$ cat src/common/event_aggregator_map.vh
// constants for the event aggregator: widths, counts and routing codes
`ifndef EVENT_AGGREGATOR_MAP_VH
`define EVENT_AGGREGATOR_MAP_VH

`define EA_EVT_W        8
`define EA_NUM_IRQ      16
`define EA_IRQ_W        4
`define EA_CNT_W        8
`define EA_CNT_MAX      8'hFF
`define EA_CNT_ZERO     8'h00
`define EA_DEST_W       2
`define EA_DEST_NONE    2'h0
`define EA_DEST_STATUS  2'h1
`define EA_DEST_MCAST   2'h2
`define EA_DEST_COUNT   2'h3
`define EA_STATUS_RST   16'h0000

`endif

$ cat src/hw/event_stage_slot.v
// one-entry output holding slot; a load wins over a take in the same cycle
`timescale 1ns/1ps
`include "event_aggregator_map.vh"
module event_stage_slot (
  input  wire                   sys_clk,   // clock
  input  wire                   srst,      // sync reset
  input  wire                   load,      // stage produces an event
  input  wire [`EA_EVT_W-1:0]   load_evt,  // event id produced
  input  wire [`EA_DEST_W-1:0]  load_dst,  // destination of event
  input  wire                   take,      // destination accepted it
  output reg                    full_q,    // slot holds an event
  output reg  [`EA_EVT_W-1:0]   evt_q,     // held event id
  output reg  [`EA_DEST_W-1:0]  dst_q      // held destination
);
  always @(posedge sys_clk) begin
    if (srst) begin
      full_q <= 1'b0;
      evt_q  <= {`EA_EVT_W{1'b0}};
      dst_q  <= `EA_DEST_NONE;
    end else if (load) begin
      full_q <= 1'b1;
      evt_q  <= load_evt;
      dst_q  <= load_dst;
    end else if (take) begin
      full_q <= 1'b0;
    end
  end
endmodule // event_stage_slot

$ cat src/hw/event_aggregator.v
// event aggregator: status, multicast, counted and unmapped stages
// Summary of operation
// - each status-stage event sets a status bit driving a level interrupt
// - multicast stage splits one accepted event into up to two events
// - counted stage emits event only on zero/non-zero count transitions
// - multicast and counted outputs are new events routed by mapping
// - a stage with a blocked output accepts no new input
// - unmapped stage maps fixed-destination events to programmed destinations
// - multicast, counted, unmapped stages may set status bits directly
// - routing multicast or counted events to status stage still works
`timescale 1ns/1ps
`include "event_aggregator_map.vh"
module event_aggregator (
  input  wire                    sys_clk,        // 10 MHz clock
  input  wire                    srst,           // sync reset, high
  input  wire                    lane_valid,     // incoming event on transport lane
  input  wire [`EA_EVT_W-1:0]    lane_evt,       // incoming event id
  input  wire [`EA_DEST_W-1:0]   lane_dst,       // incoming stage select
  input  wire                    lane_unmapped,  // event sent to fixed destination
  output reg                     lane_ready_q,   // lane input may be offered
  output reg                     out_valid_q,    // outgoing lane event
  output reg  [`EA_EVT_W-1:0]    out_evt_q,      // outgoing event id
  input  wire                    out_ready,      // outside accepts outgoing
  input  wire                    count_dec,      // consumer drains one count
  input  wire [`EA_DEST_W-1:0]   mc_dst_a,       // multicast map, first copy
  input  wire [`EA_DEST_W-1:0]   mc_dst_b,       // multicast map, second copy
  input  wire                    mc_two,         // multicast emits second copy
  input  wire [`EA_DEST_W-1:0]   cnt_dst,        // counted map destination
  input  wire [`EA_DEST_W-1:0]   um_dst,         // unmapped map destination
  input  wire                    mc_direct,      // multicast sets status directly
  input  wire                    cnt_direct,     // counted sets status directly
  input  wire                    um_direct,      // unmapped sets status directly
  input  wire [`EA_NUM_IRQ-1:0]  status_clr,     // software clear per bit
  output reg  [`EA_NUM_IRQ-1:0]  irq_q,          // level interrupts
  output reg  [`EA_CNT_W-1:0]    count_q         // counted stage value
);
  // ****************************************
  // helpers
  // ****************************************
  function [`EA_NUM_IRQ-1:0] bit_of;
    input [`EA_EVT_W-1:0] e;
    begin
      bit_of = {{(`EA_NUM_IRQ-1){1'b0}}, 1'b1} << e[`EA_IRQ_W-1:0];
    end
  endfunction

  // ****************************************
  // holding slots
  // ****************************************
  wire                  mc_full;
  wire [`EA_EVT_W-1:0]  mc_evt;
  wire [`EA_DEST_W-1:0] mc_dst;
  wire                  ct_full;
  wire [`EA_EVT_W-1:0]  ct_evt;
  wire [`EA_DEST_W-1:0] ct_dst;
  reg                   mc_load;
  reg  [`EA_EVT_W-1:0]  mc_load_evt;
  reg  [`EA_DEST_W-1:0] mc_load_dst;
  reg                   ct_load;
  reg  [`EA_DEST_W-1:0] ct_load_dst;
  reg                   mc_take;
  reg                   ct_take;
  reg                   mc_second_q;
  reg  [`EA_EVT_W-1:0]  mc_cur_q;

  event_stage_slot u_mc_slot (
    .sys_clk  (sys_clk),
    .srst     (srst),
    .load     (mc_load),
    .load_evt (mc_load_evt),
    .load_dst (mc_load_dst),
    .take     (mc_take),
    .full_q   (mc_full),
    .evt_q    (mc_evt),
    .dst_q    (mc_dst)
  );

  event_stage_slot u_ct_slot (
    .sys_clk  (sys_clk),
    .srst     (srst),
    .load     (ct_load),
    .load_evt (`EA_EVT_W'h00),
    .load_dst (ct_load_dst),
    .take     (ct_take),
    .full_q   (ct_full),
    .evt_q    (ct_evt),
    .dst_q    (ct_dst)
  );

  // ****************************************
  // input acceptance and routing
  // ****************************************
  wire in_take = lane_valid && lane_ready_q;
  wire [`EA_DEST_W-1:0] in_dst = lane_unmapped ? um_dst : lane_dst;
  // internal hop from multicast slot into counted stage
  wire mc_to_ct = mc_full && (mc_dst == `EA_DEST_COUNT) && !ct_full;
  // counted slot never feeds multicast; such a mapping is dropped
  wire ct_to_mc = ct_full && (ct_dst == `EA_DEST_MCAST);
  wire out_free = !out_valid_q || out_ready;

  reg [`EA_NUM_IRQ-1:0] set_v;
  reg                   out_load;
  reg [`EA_EVT_W-1:0]   out_load_evt;
  reg                   cnt_inc;
  reg                   cnt_evt;

  always @* begin
    set_v        = {`EA_NUM_IRQ{1'b0}};
    mc_load      = 1'b0;
    mc_load_evt  = lane_evt;
    mc_load_dst  = mc_dst_a;
    mc_take      = 1'b0;
    ct_take      = 1'b0;
    cnt_inc      = 1'b0;
    out_load     = 1'b0;
    out_load_evt = lane_evt;
    // drain counted slot first so it wins the output over the multicast slot
    if (ct_full) begin
      if (ct_to_mc) begin
        ct_take = 1'b1;
      end else if (ct_dst == `EA_DEST_STATUS) begin
        set_v   = set_v | bit_of(ct_evt);
        ct_take = 1'b1;
      end else if (out_free) begin
        out_load     = 1'b1;
        out_load_evt = ct_evt;
        ct_take      = 1'b1;
      end
    end
    // drain multicast slot
    if (mc_full) begin
      if (mc_dst == `EA_DEST_STATUS) begin
        set_v   = set_v | bit_of(mc_evt);
        mc_take = 1'b1;
      end else if (mc_to_ct) begin
        cnt_inc = 1'b1;
        mc_take = 1'b1;
      end else if (mc_dst != `EA_DEST_COUNT && !out_load && out_free) begin
        out_load     = 1'b1;
        out_load_evt = mc_evt;
        mc_take      = 1'b1;
      end
      if (mc_take && mc_second_q) begin
        mc_load     = 1'b1;
        mc_load_evt = mc_cur_q;
        mc_load_dst = mc_dst_b;
      end
    end
    // accept new lane event
    if (in_take) begin
      case (in_dst)
        `EA_DEST_STATUS: set_v = set_v | bit_of(lane_evt);
        `EA_DEST_MCAST: begin
          if (mc_direct) begin
            set_v = set_v | bit_of(lane_evt);
          end
          mc_load     = 1'b1;
          mc_load_evt = lane_evt;
          mc_load_dst = mc_dst_a;
        end
        `EA_DEST_COUNT: cnt_inc = 1'b1;
        default: begin
          if (lane_unmapped && um_direct) begin
            set_v = set_v | bit_of(lane_evt);
          end
        end
      endcase
    end
  end

  // ****************************************
  // counted stage
  // ****************************************
  wire dec_ok = count_dec && (count_q != `EA_CNT_ZERO);
  wire inc_ok = cnt_inc && (count_q != `EA_CNT_MAX);
  wire [`EA_CNT_W-1:0] count_d = inc_ok && !dec_ok ? count_q + 8'h01 :
                                 dec_ok && !inc_ok ? count_q - 8'h01 : count_q;
  always @* begin
    cnt_evt = (count_q == `EA_CNT_ZERO) != (count_d == `EA_CNT_ZERO);
  end
  always @* begin
    ct_load     = cnt_evt && !cnt_direct;
    ct_load_dst = cnt_dst;
  end

  // ****************************************
  // registers
  // ****************************************
  always @(posedge sys_clk) begin
    if (srst) begin
      lane_ready_q <= 1'b0;
      out_valid_q  <= 1'b0;
      out_evt_q    <= {`EA_EVT_W{1'b0}};
      irq_q        <= `EA_STATUS_RST;
      count_q      <= `EA_CNT_ZERO;
      mc_second_q  <= 1'b0;
      mc_cur_q     <= {`EA_EVT_W{1'b0}};
    end else begin
      // set wins over clear
      irq_q <= (irq_q & ~status_clr) | set_v |
               ((cnt_evt && cnt_direct) ? bit_of(ct_evt) : {`EA_NUM_IRQ{1'b0}});
      count_q <= count_d;
      if (out_load) begin
        out_valid_q <= 1'b1;
        out_evt_q   <= out_load_evt;
      end else if (out_ready) begin
        out_valid_q <= 1'b0;
      end
      if (in_take && in_dst == `EA_DEST_MCAST) begin
        mc_second_q <= mc_two;
        mc_cur_q    <= lane_evt;
      end else if (mc_take && mc_second_q) begin
        mc_second_q <= 1'b0;
      end
      // stall input while any stage output stays pending
      lane_ready_q <= !(mc_full && !mc_take) && !mc_load &&
                      !(ct_full && !ct_take) && !ct_load;
    end
  end
endmodule // event_aggregator

$ cat config.mk
export PLATFORM = sky130hd
export DESIGN_NAME = event_aggregator
export DESIGN_NICKNAME = d
export VERILOG_FILES = /design/src/hw/event_stage_slot.v /design/src/hw/event_aggregator.v
export VERILOG_INCLUDE_DIRS = /design/src /design/src/common
export SDC_FILE = /design/constraint.sdc
export NUM_CORES = 1
export LEC_CHECK = 0
export BUFFER_PORTS_ARGS = -buffer_cell sky130_fd_sc_hd__buf_2
export CAP_MARGIN = 20
export CELL_PAD_IN_SITES_DETAIL_PLACEMENT = 2
export CELL_PAD_IN_SITES_GLOBAL_PLACEMENT = 2
export CORE_MARGIN = 5
export CORE_UTILIZATION = 30
export CTS_CLUSTER_DIAMETER = 30
export DETAILED_ROUTE_END_ITERATION = 12
export PLACE_DENSITY_LB_ADDON = 0.1
export SLEW_MARGIN = 20
export SYNTH_ARGS = -nofsm -noshare
export SYNTH_HDL_FRONTEND = slang
export SYNTH_SLANG_ARGS = --single-unit
$ cat constraint.sdc
create_clock -name sys_clk -period 3.7 [get_ports sys_clk]
set_clock_uncertainty 0.15 [all_clocks]
set_input_delay 0.74 -clock sys_clk [delete_from_list [all_inputs] [get_ports sys_clk]]
set_output_delay 0.74 -clock sys_clk [all_outputs]
set_load 0.02 [all_outputs]
Word level (Yosys, flattened, before mapping)
Index checks and enable logic that the tools add are counted.

Add/subtract/negate cells: 2. Equal/unequal tests: 10. Shifts and indexed selects: 2. Mux-type cells: 62. Bitwise logic cells: 6. Reductions and logical operators: 41.

Operators by type and width (number): 2-to-1 mux 8 bit (14); 2-to-1 mux 16 bit (5); bitwise OR 16 bit (3); one-hot mux 16 bit (3 select lines) (1); 2-to-1 mux 1 bit (37); << shifter 1 x 4 -> 16 bit, first input constant (2); logical AND 1 bit (21); bitwise AND 16 bit (1); zero test 8 bit (2); NOT 16 bit (1); bitwise OR 16 x 1 -> 16 bit (1); zero test 1 bit (12); 2-to-1 mux 2 bit (5); adder 8 x 1 -> 8 bit, second input constant (1); equality test 2 bit, second input constant (4); != test 8 bit, second input constant (1); nonzero test 2 bit (4); nonzero test 8 bit (1); subtractor 8 x 1 -> 8 bit, second input constant (1); equality test 2 x 1 -> 1 bit, second input constant (3); != test 2 bit, second input constant (1); logical OR 1 bit (1); != test 1 bit (1).

Bits in registers: 57. Input bits: 44. Output and inout bits: 34. Logic and storage cells: 135.

Logic depth before layout (Yosys ltp)
Depth after elaboration: 22. Mapped depth: 10. Mapped depth without buffers: 10.

Hierarchy
Synthesis repeated with hierarchy kept, for this count alone.

Cell total of the unflattened synthesis: 439. Area, all modules: 3669.8 sq um.

By module, submodules not included: event_aggregator (instances 1, cells an instance 367, area each 2891.5 sq um, sequential area each 860.8 sq um); event_stage_slot (instances 2, cells an instance 36, area each 389.1 sq um, sequential area each 220.2 sq um).

Worst setup path after synthesis
No wires, ideal clock.

Path type: input-to-reg. From: input lane_unmapped. To: register u_ct_slot.dst_q[0]. Library setup time: 0.118 ns. Arrival time: 2.796 ns. Required time: 3.432 ns. Slack: 0.636 ns. Stages: 9. Buffers on the path: 1. Cells stage by stage: mux2i_1 o31ai_4 buf_6 and3_4 or3_1 a222oi_1 and4_4 mux2_4 mux2i_1.

Word-level cells in the longest chain between the ends: 12.

Ends and longest elaborated chain: start, declared (line event_aggregator.v:19) `input wire lane_unmapped,`; 2-to-1 mux 2 bit * (line event_aggregator.v:94) `` wire [`EA_DEST_W-1:0] in_dst = lane_unmapped ? um_dst : lane_dst; ``; equality test 2 bit *; 2-to-1 mux 1 bit * (line event_aggregator.v:151) `case (in_dst)`; 2-to-1 mux 1 bit * (line event_aggregator.v:150) `if (in_take) begin`; logical AND 1 bit * (line event_aggregator.v:175) `` wire inc_ok = cnt_inc && (count_q != `EA_CNT_MAX); ``; zero test 1 bit (line event_aggregator.v:177) `dec_ok && !inc_ok ? count_q - 8'h01 : count_q;`; logical AND 1 bit (line event_aggregator.v:177); 2-to-1 mux 8 bit (line event_aggregator.v:177); 2-to-1 mux 8 bit * (line event_aggregator.v:176) `` wire [`EA_CNT_W-1:0] count_d = inc_ok && !dec_ok ? count_q + 8'h01 : ``; zero test 8 bit (no source line) *; != test 1 bit * (line event_aggregator.v:179) `` cnt_evt = (count_q == `EA_CNT_ZERO) != (count_d == `EA_CNT_ZERO); ``; logical AND 1 bit * (line event_aggregator.v:182) `ct_load = cnt_evt && !cnt_direct;`; end signal, assigned (line event_stage_slot.v:19) `` dst_q <= `EA_DEST_NONE; ``; end signal, assigned (line event_stage_slot.v:23) `dst_q <= load_dst;`; end, declared (line event_stage_slot.v:13) `` output reg [`EA_DEST_W-1:0] dst_q ``.

Mark *: on every way between the ends. The rest lies on a longest branch, timed or not. A chain may end at the register's enable or synchronous reset.

Worst setup path in the final report
From: register count_q[0]. To: register lane_ready_q.

Word-level cells in the longest chain between the ends: 11.

Ends and longest elaborated chain: start, declared (line event_aggregator.v:35) `` output reg [`EA_CNT_W-1:0] count_q ``; start signal, assigned (line event_aggregator.v:195) `` count_q <= `EA_CNT_ZERO; ``; start signal, assigned (line event_aggregator.v:202) `count_q <= count_d;`; branches (longest 7 deep; another with subtractor 8 x 1 -> 8 bit); != test 1 bit * (line event_aggregator.v:179); logical AND 1 bit * (line event_aggregator.v:182); zero test 1 bit * (line event_aggregator.v:217) `!(ct_full && !ct_take) && !ct_load;`; logical AND 1 bit * (line event_aggregator.v:217); end signal, assigned (line event_aggregator.v:216) `lane_ready_q <= !(mc_full && !mc_take) && !mc_load &&`; end, declared (line event_aggregator.v:20) `output reg lane_ready_q,`.

Mark *: on every way between the ends.

==> flow_summary.rst <==
.. list-table::
   :header-rows: 1

   * - Metric
     - Value
   * - Status
     - completed
   * - Global placement routability congestion
     - 0.780
   * - Final Instance Count excl. Fillers
     - 544
   * - Minimum clock period after layout
     - 3.36 ns
   * - Origin of the worst min-delay path
     - mc_cur_q[7]
   * - Skew-Pair Late Insertion Delay
     - 0.34 ns
   * - Post-route cell area
     - 3560 um2
   * - Drt first-iter violations
     - 87
   * - Endpoint type of the worst setup path
     - flop
   * - Area of the mapped netlist
     - 2860 um2
   * - Remaining DRCs
     - 0
   * - RSZ-0062 raised after global routing
     - no
   * - Global-route wire length before repair
     - 15900 um
   * - CTS tree
     - built
   * - Delay of the slowest cell on the worst path
     - 0.63 ns
   * - Worst hold path class
     - flop to flop
   * - Via-per-instance ratio
     - 5.26
   * - Hold-critical path depth
     - 2
   * - Post-Route WL
     - 9690 um
   * - Critical path, cell by cell
     - ha_1 -> nand4_1 -> a2111oi_0 -> o21ai_0 -> a222oi_1 -> and4_4 -> mux2i_1 -> and4b_1
   * - Final hold violation count
     - 0
   * - Reg-to-reg startpoint
     - count_q[0]
   * - Final Max Tran Viols
     - 0
   * - CP Class
     - flop to flop
   * - Reg-to-reg slack, setup
     - 0.34 ns
   * - Capturing point of the worst reg2reg path
     - lane_ready_q
   * - Worst slew margin relative to its limit
     - 31.0%
   * - Sequential cell area fraction in the yosys report
     - 39.9%
   * - Vias in the first global route
     - 3025
   * - Starting utilization of the core area
     - 30.8%
   * - Filler Cell Count
     - 1113
   * - Number of cells produced by synthesis
     - 334
   * - Area occupied by multi-input gates
     - 1560 um2
   * - Post-CTS Resized
     - 0
   * - Number of unique standard cell types used by synthesis
     - 51
   * - Core box area
     - 9280 um2
   * - Die ar.
     - 11600 um2
   * - TritonRoute pass-1 iters
     - 4
   * - Post-CTS setup buffers
     - 0
   * - Setup_tns
     - 0 ns
   * - Count of yosys warnings during synthesis
     - 0
   * - Synthesized area per cell
     - 8.55 um2
   * - Num rows
     - 35
   * - I/O pin cnt
     - 78
   * - Clock Tree Buf Depth
     - 2
   * - Vias post-DR
     - 2859
   * - Synthesized Nets
     - 381
   * - Area growth from synthesis to final layout
     - 24.5%
   * - Global router's overall resource usage
     - 17.4%
   * - Number of enable flip-flop cells after synthesis
     - 0
   * - TritonCTS Sinks
     - 57
   * - Maximum operating frequency
     - 298 MHz
   * - Number of flip-flops and latches in the synthesized netlist
     - 57
   * - Measured slew at the worst slew-check pin
     - 1.02 ns
   * - Final worst path period share
     - 90.7%
   * - Most common flop cell mapped by yosys
     - sky130_fd_sc_hd__dfxtp_1
   * - Clock transition at the registers of the reported paths
     - 0.06 ns
   * - Number of maximum-capacitance constraint violations
     - 0
   * - Antenna violation net count after detailed routing
     - 0
   * - Number of buffers added by the clock tree synthesis step
     - 9
   * - Startpoint Class
     - flop
   * - Hold buffer count at CTS
     - 0
   * - Post-DP HPWL
     - 7150 um
   * - Final nets
     - 457
   * - Worst r2r path cells
     - 8
   * - Post-synthesis async set-or-reset flop share
     - 0%
   * - Top library cells by usage in the layout, fill and taps aside
     - 77 x sky130_fd_sc_hd__buf_2, 57 x sky130_fd_sc_hd__dfxtp_1, 35 x sky130_fd_sc_hd__nor2_1, 33 x sky130_fd_sc_hd__nand2_1, 23 x sky130_fd_sc_hd__a21oi_1
   * - Tightest hold margin
     - 0.309 ns
   * - Die X
     - 108 um
   * - Pin count of the biggest net entering global routing
     - 49
   * - CP max-delay cell
     - sky130_fd_sc_hd__a2111oi_0
   * - Die Y
     - 108 um
   * - P_leak
     - 0.00158 uW
   * - Critical path required time
     - 3.83 ns
   * - Proportion of layout cells with a drive suffix above 1
     - 25.3%
   * - Remaining global-route overflow
     - 0
   * - Root buf cell
     - sky130_fd_sc_hd__clkbuf_8
   * - Cell Pwr Density
     - 619 nW/um2
   * - Total setup violations reported at the end of the flow
     - 0
   * - Highest net fanout along the worst path
     - 11
   * - Sequential Area
     - 1140 um2
   * - Arr. time, crit path
     - 3.48 ns
   * - Initial antenna violation count
     - 0
   * - Placed cell count
     - 528
   * - Endpoint of the worst hold-timing path
     - mc_cur_q[7]
   * - Number of H-tree levels
     - 3
   * - DR WL/cell
     - 17.8 um
   * - Leading cell type in the layout, fill and taps excluded
     - sky130_fd_sc_hd__buf_2
   * - Buffers added on ports
     - 77
   * - Placed inst area
     - 3370 um2
   * - Maximum resistive drop on vdd
     - 0.182 mV
   * - Inserted Diodes
     - 0
   * - Share of the core filled with cells in the final layout
     - 38.3%
## cell type report
class,count,area share (%)
multi-input cells,239,43.8
flip-flops and latches,57,32.1
repair buffers,84,12.3
well taps,129,4.54
clock buffers,13,4.19
inverters,19,2.00
clock inverters,3,1.13
## logic make-up after synthesis
family / Yosys count / synth area share [%]
AOI/OAI and AO/OA: 82 / 21.5
xor gates and xnor gates: 4 / 1.23
adders and majority gates: 3 / 1.31
buffers and inverters: 38 / 5.56
DFF: 57 / 39.9
muxes: 17 / 6.26
and+or+nand+nor: 133 / 24.2
## per-layer routing
metal	global-route usage, %	routed length, um
met3	5.28	406
met5	0	0
met2	28.0	4630
met4	3.34	97
met1	23.1	4560
## worst max-delay path, delay by kind of cell, from the launching register on
family,cells,cell delay (ns)
multiplexers,1,0.27
AND/OR/NAND/NOR,3,0.95
adder cells (fa/ha/maj),1,0.27
AO/OA/AOI/OAI,3,1.15
flip-flops,1,0.50
## where the power goes
part,switching (uW),internal (uW),total [uW]
clock,248,328,576
combinational,476,338,815
sequential,113,696,809
## worst max path at each step
stage,from,endpoint,depth (start not counted)
after CTS,count_q[0],u_ct_slot.dst_q[0],8
after global placement,lane_unmapped,u_ct_slot.dst_q[1],9
after detailed placement,lane_unmapped,u_ct_slot.dst_q[0],9
after floorplan,lane_unmapped,u_ct_slot.dst_q[0],9
after global routing,count_q[0],lane_ready_q,8
final,count_q[0],lane_ready_q,8
## Yosys cell counts, types with 7 or more instances
cell                        n  area, um2
sky130_fd_sc_hd__a211oi_1  12       90.1
sky130_fd_sc_hd__a21oi_1   23        115
sky130_fd_sc_hd__a222oi_1  10        100
sky130_fd_sc_hd__a22o_1     8       70.1
sky130_fd_sc_hd__clkbuf_1  14       52.6
sky130_fd_sc_hd__dfxtp_1   57       1140
sky130_fd_sc_hd__inv_1     19       71.3
sky130_fd_sc_hd__mux2i_1   15        150
sky130_fd_sc_hd__nand2_1   33        124
sky130_fd_sc_hd__nand2b_1   7       43.8
sky130_fd_sc_hd__nand3_1    9       45.0
sky130_fd_sc_hd__nor2_1    35        131
sky130_fd_sc_hd__nor2b_1    7       43.8
sky130_fd_sc_hd__o21ai_0    7       35.0
## state kept, by name, summed over array words and instances, names as in the netlist, 2 cells and up
signal,count
mc_cur_q,8
count_q,8
u_mc_slot.evt_q,8
irq_q,16
out_evt_q,8
u_ct_slot.dst_q,2
u_mc_slot.dst_q,2
## stage by stage
stage / worst slack (ns) / power [uW]
floorplan: 0.636 / 1370
global route: 0.0191 / 2360
detailed placement: 0.132 / 1640
finish: 0.344 / 2200
global placement: 0.278 / 1620
CTS: 0.329 / 2230
(Power assumes the default switching activity.)
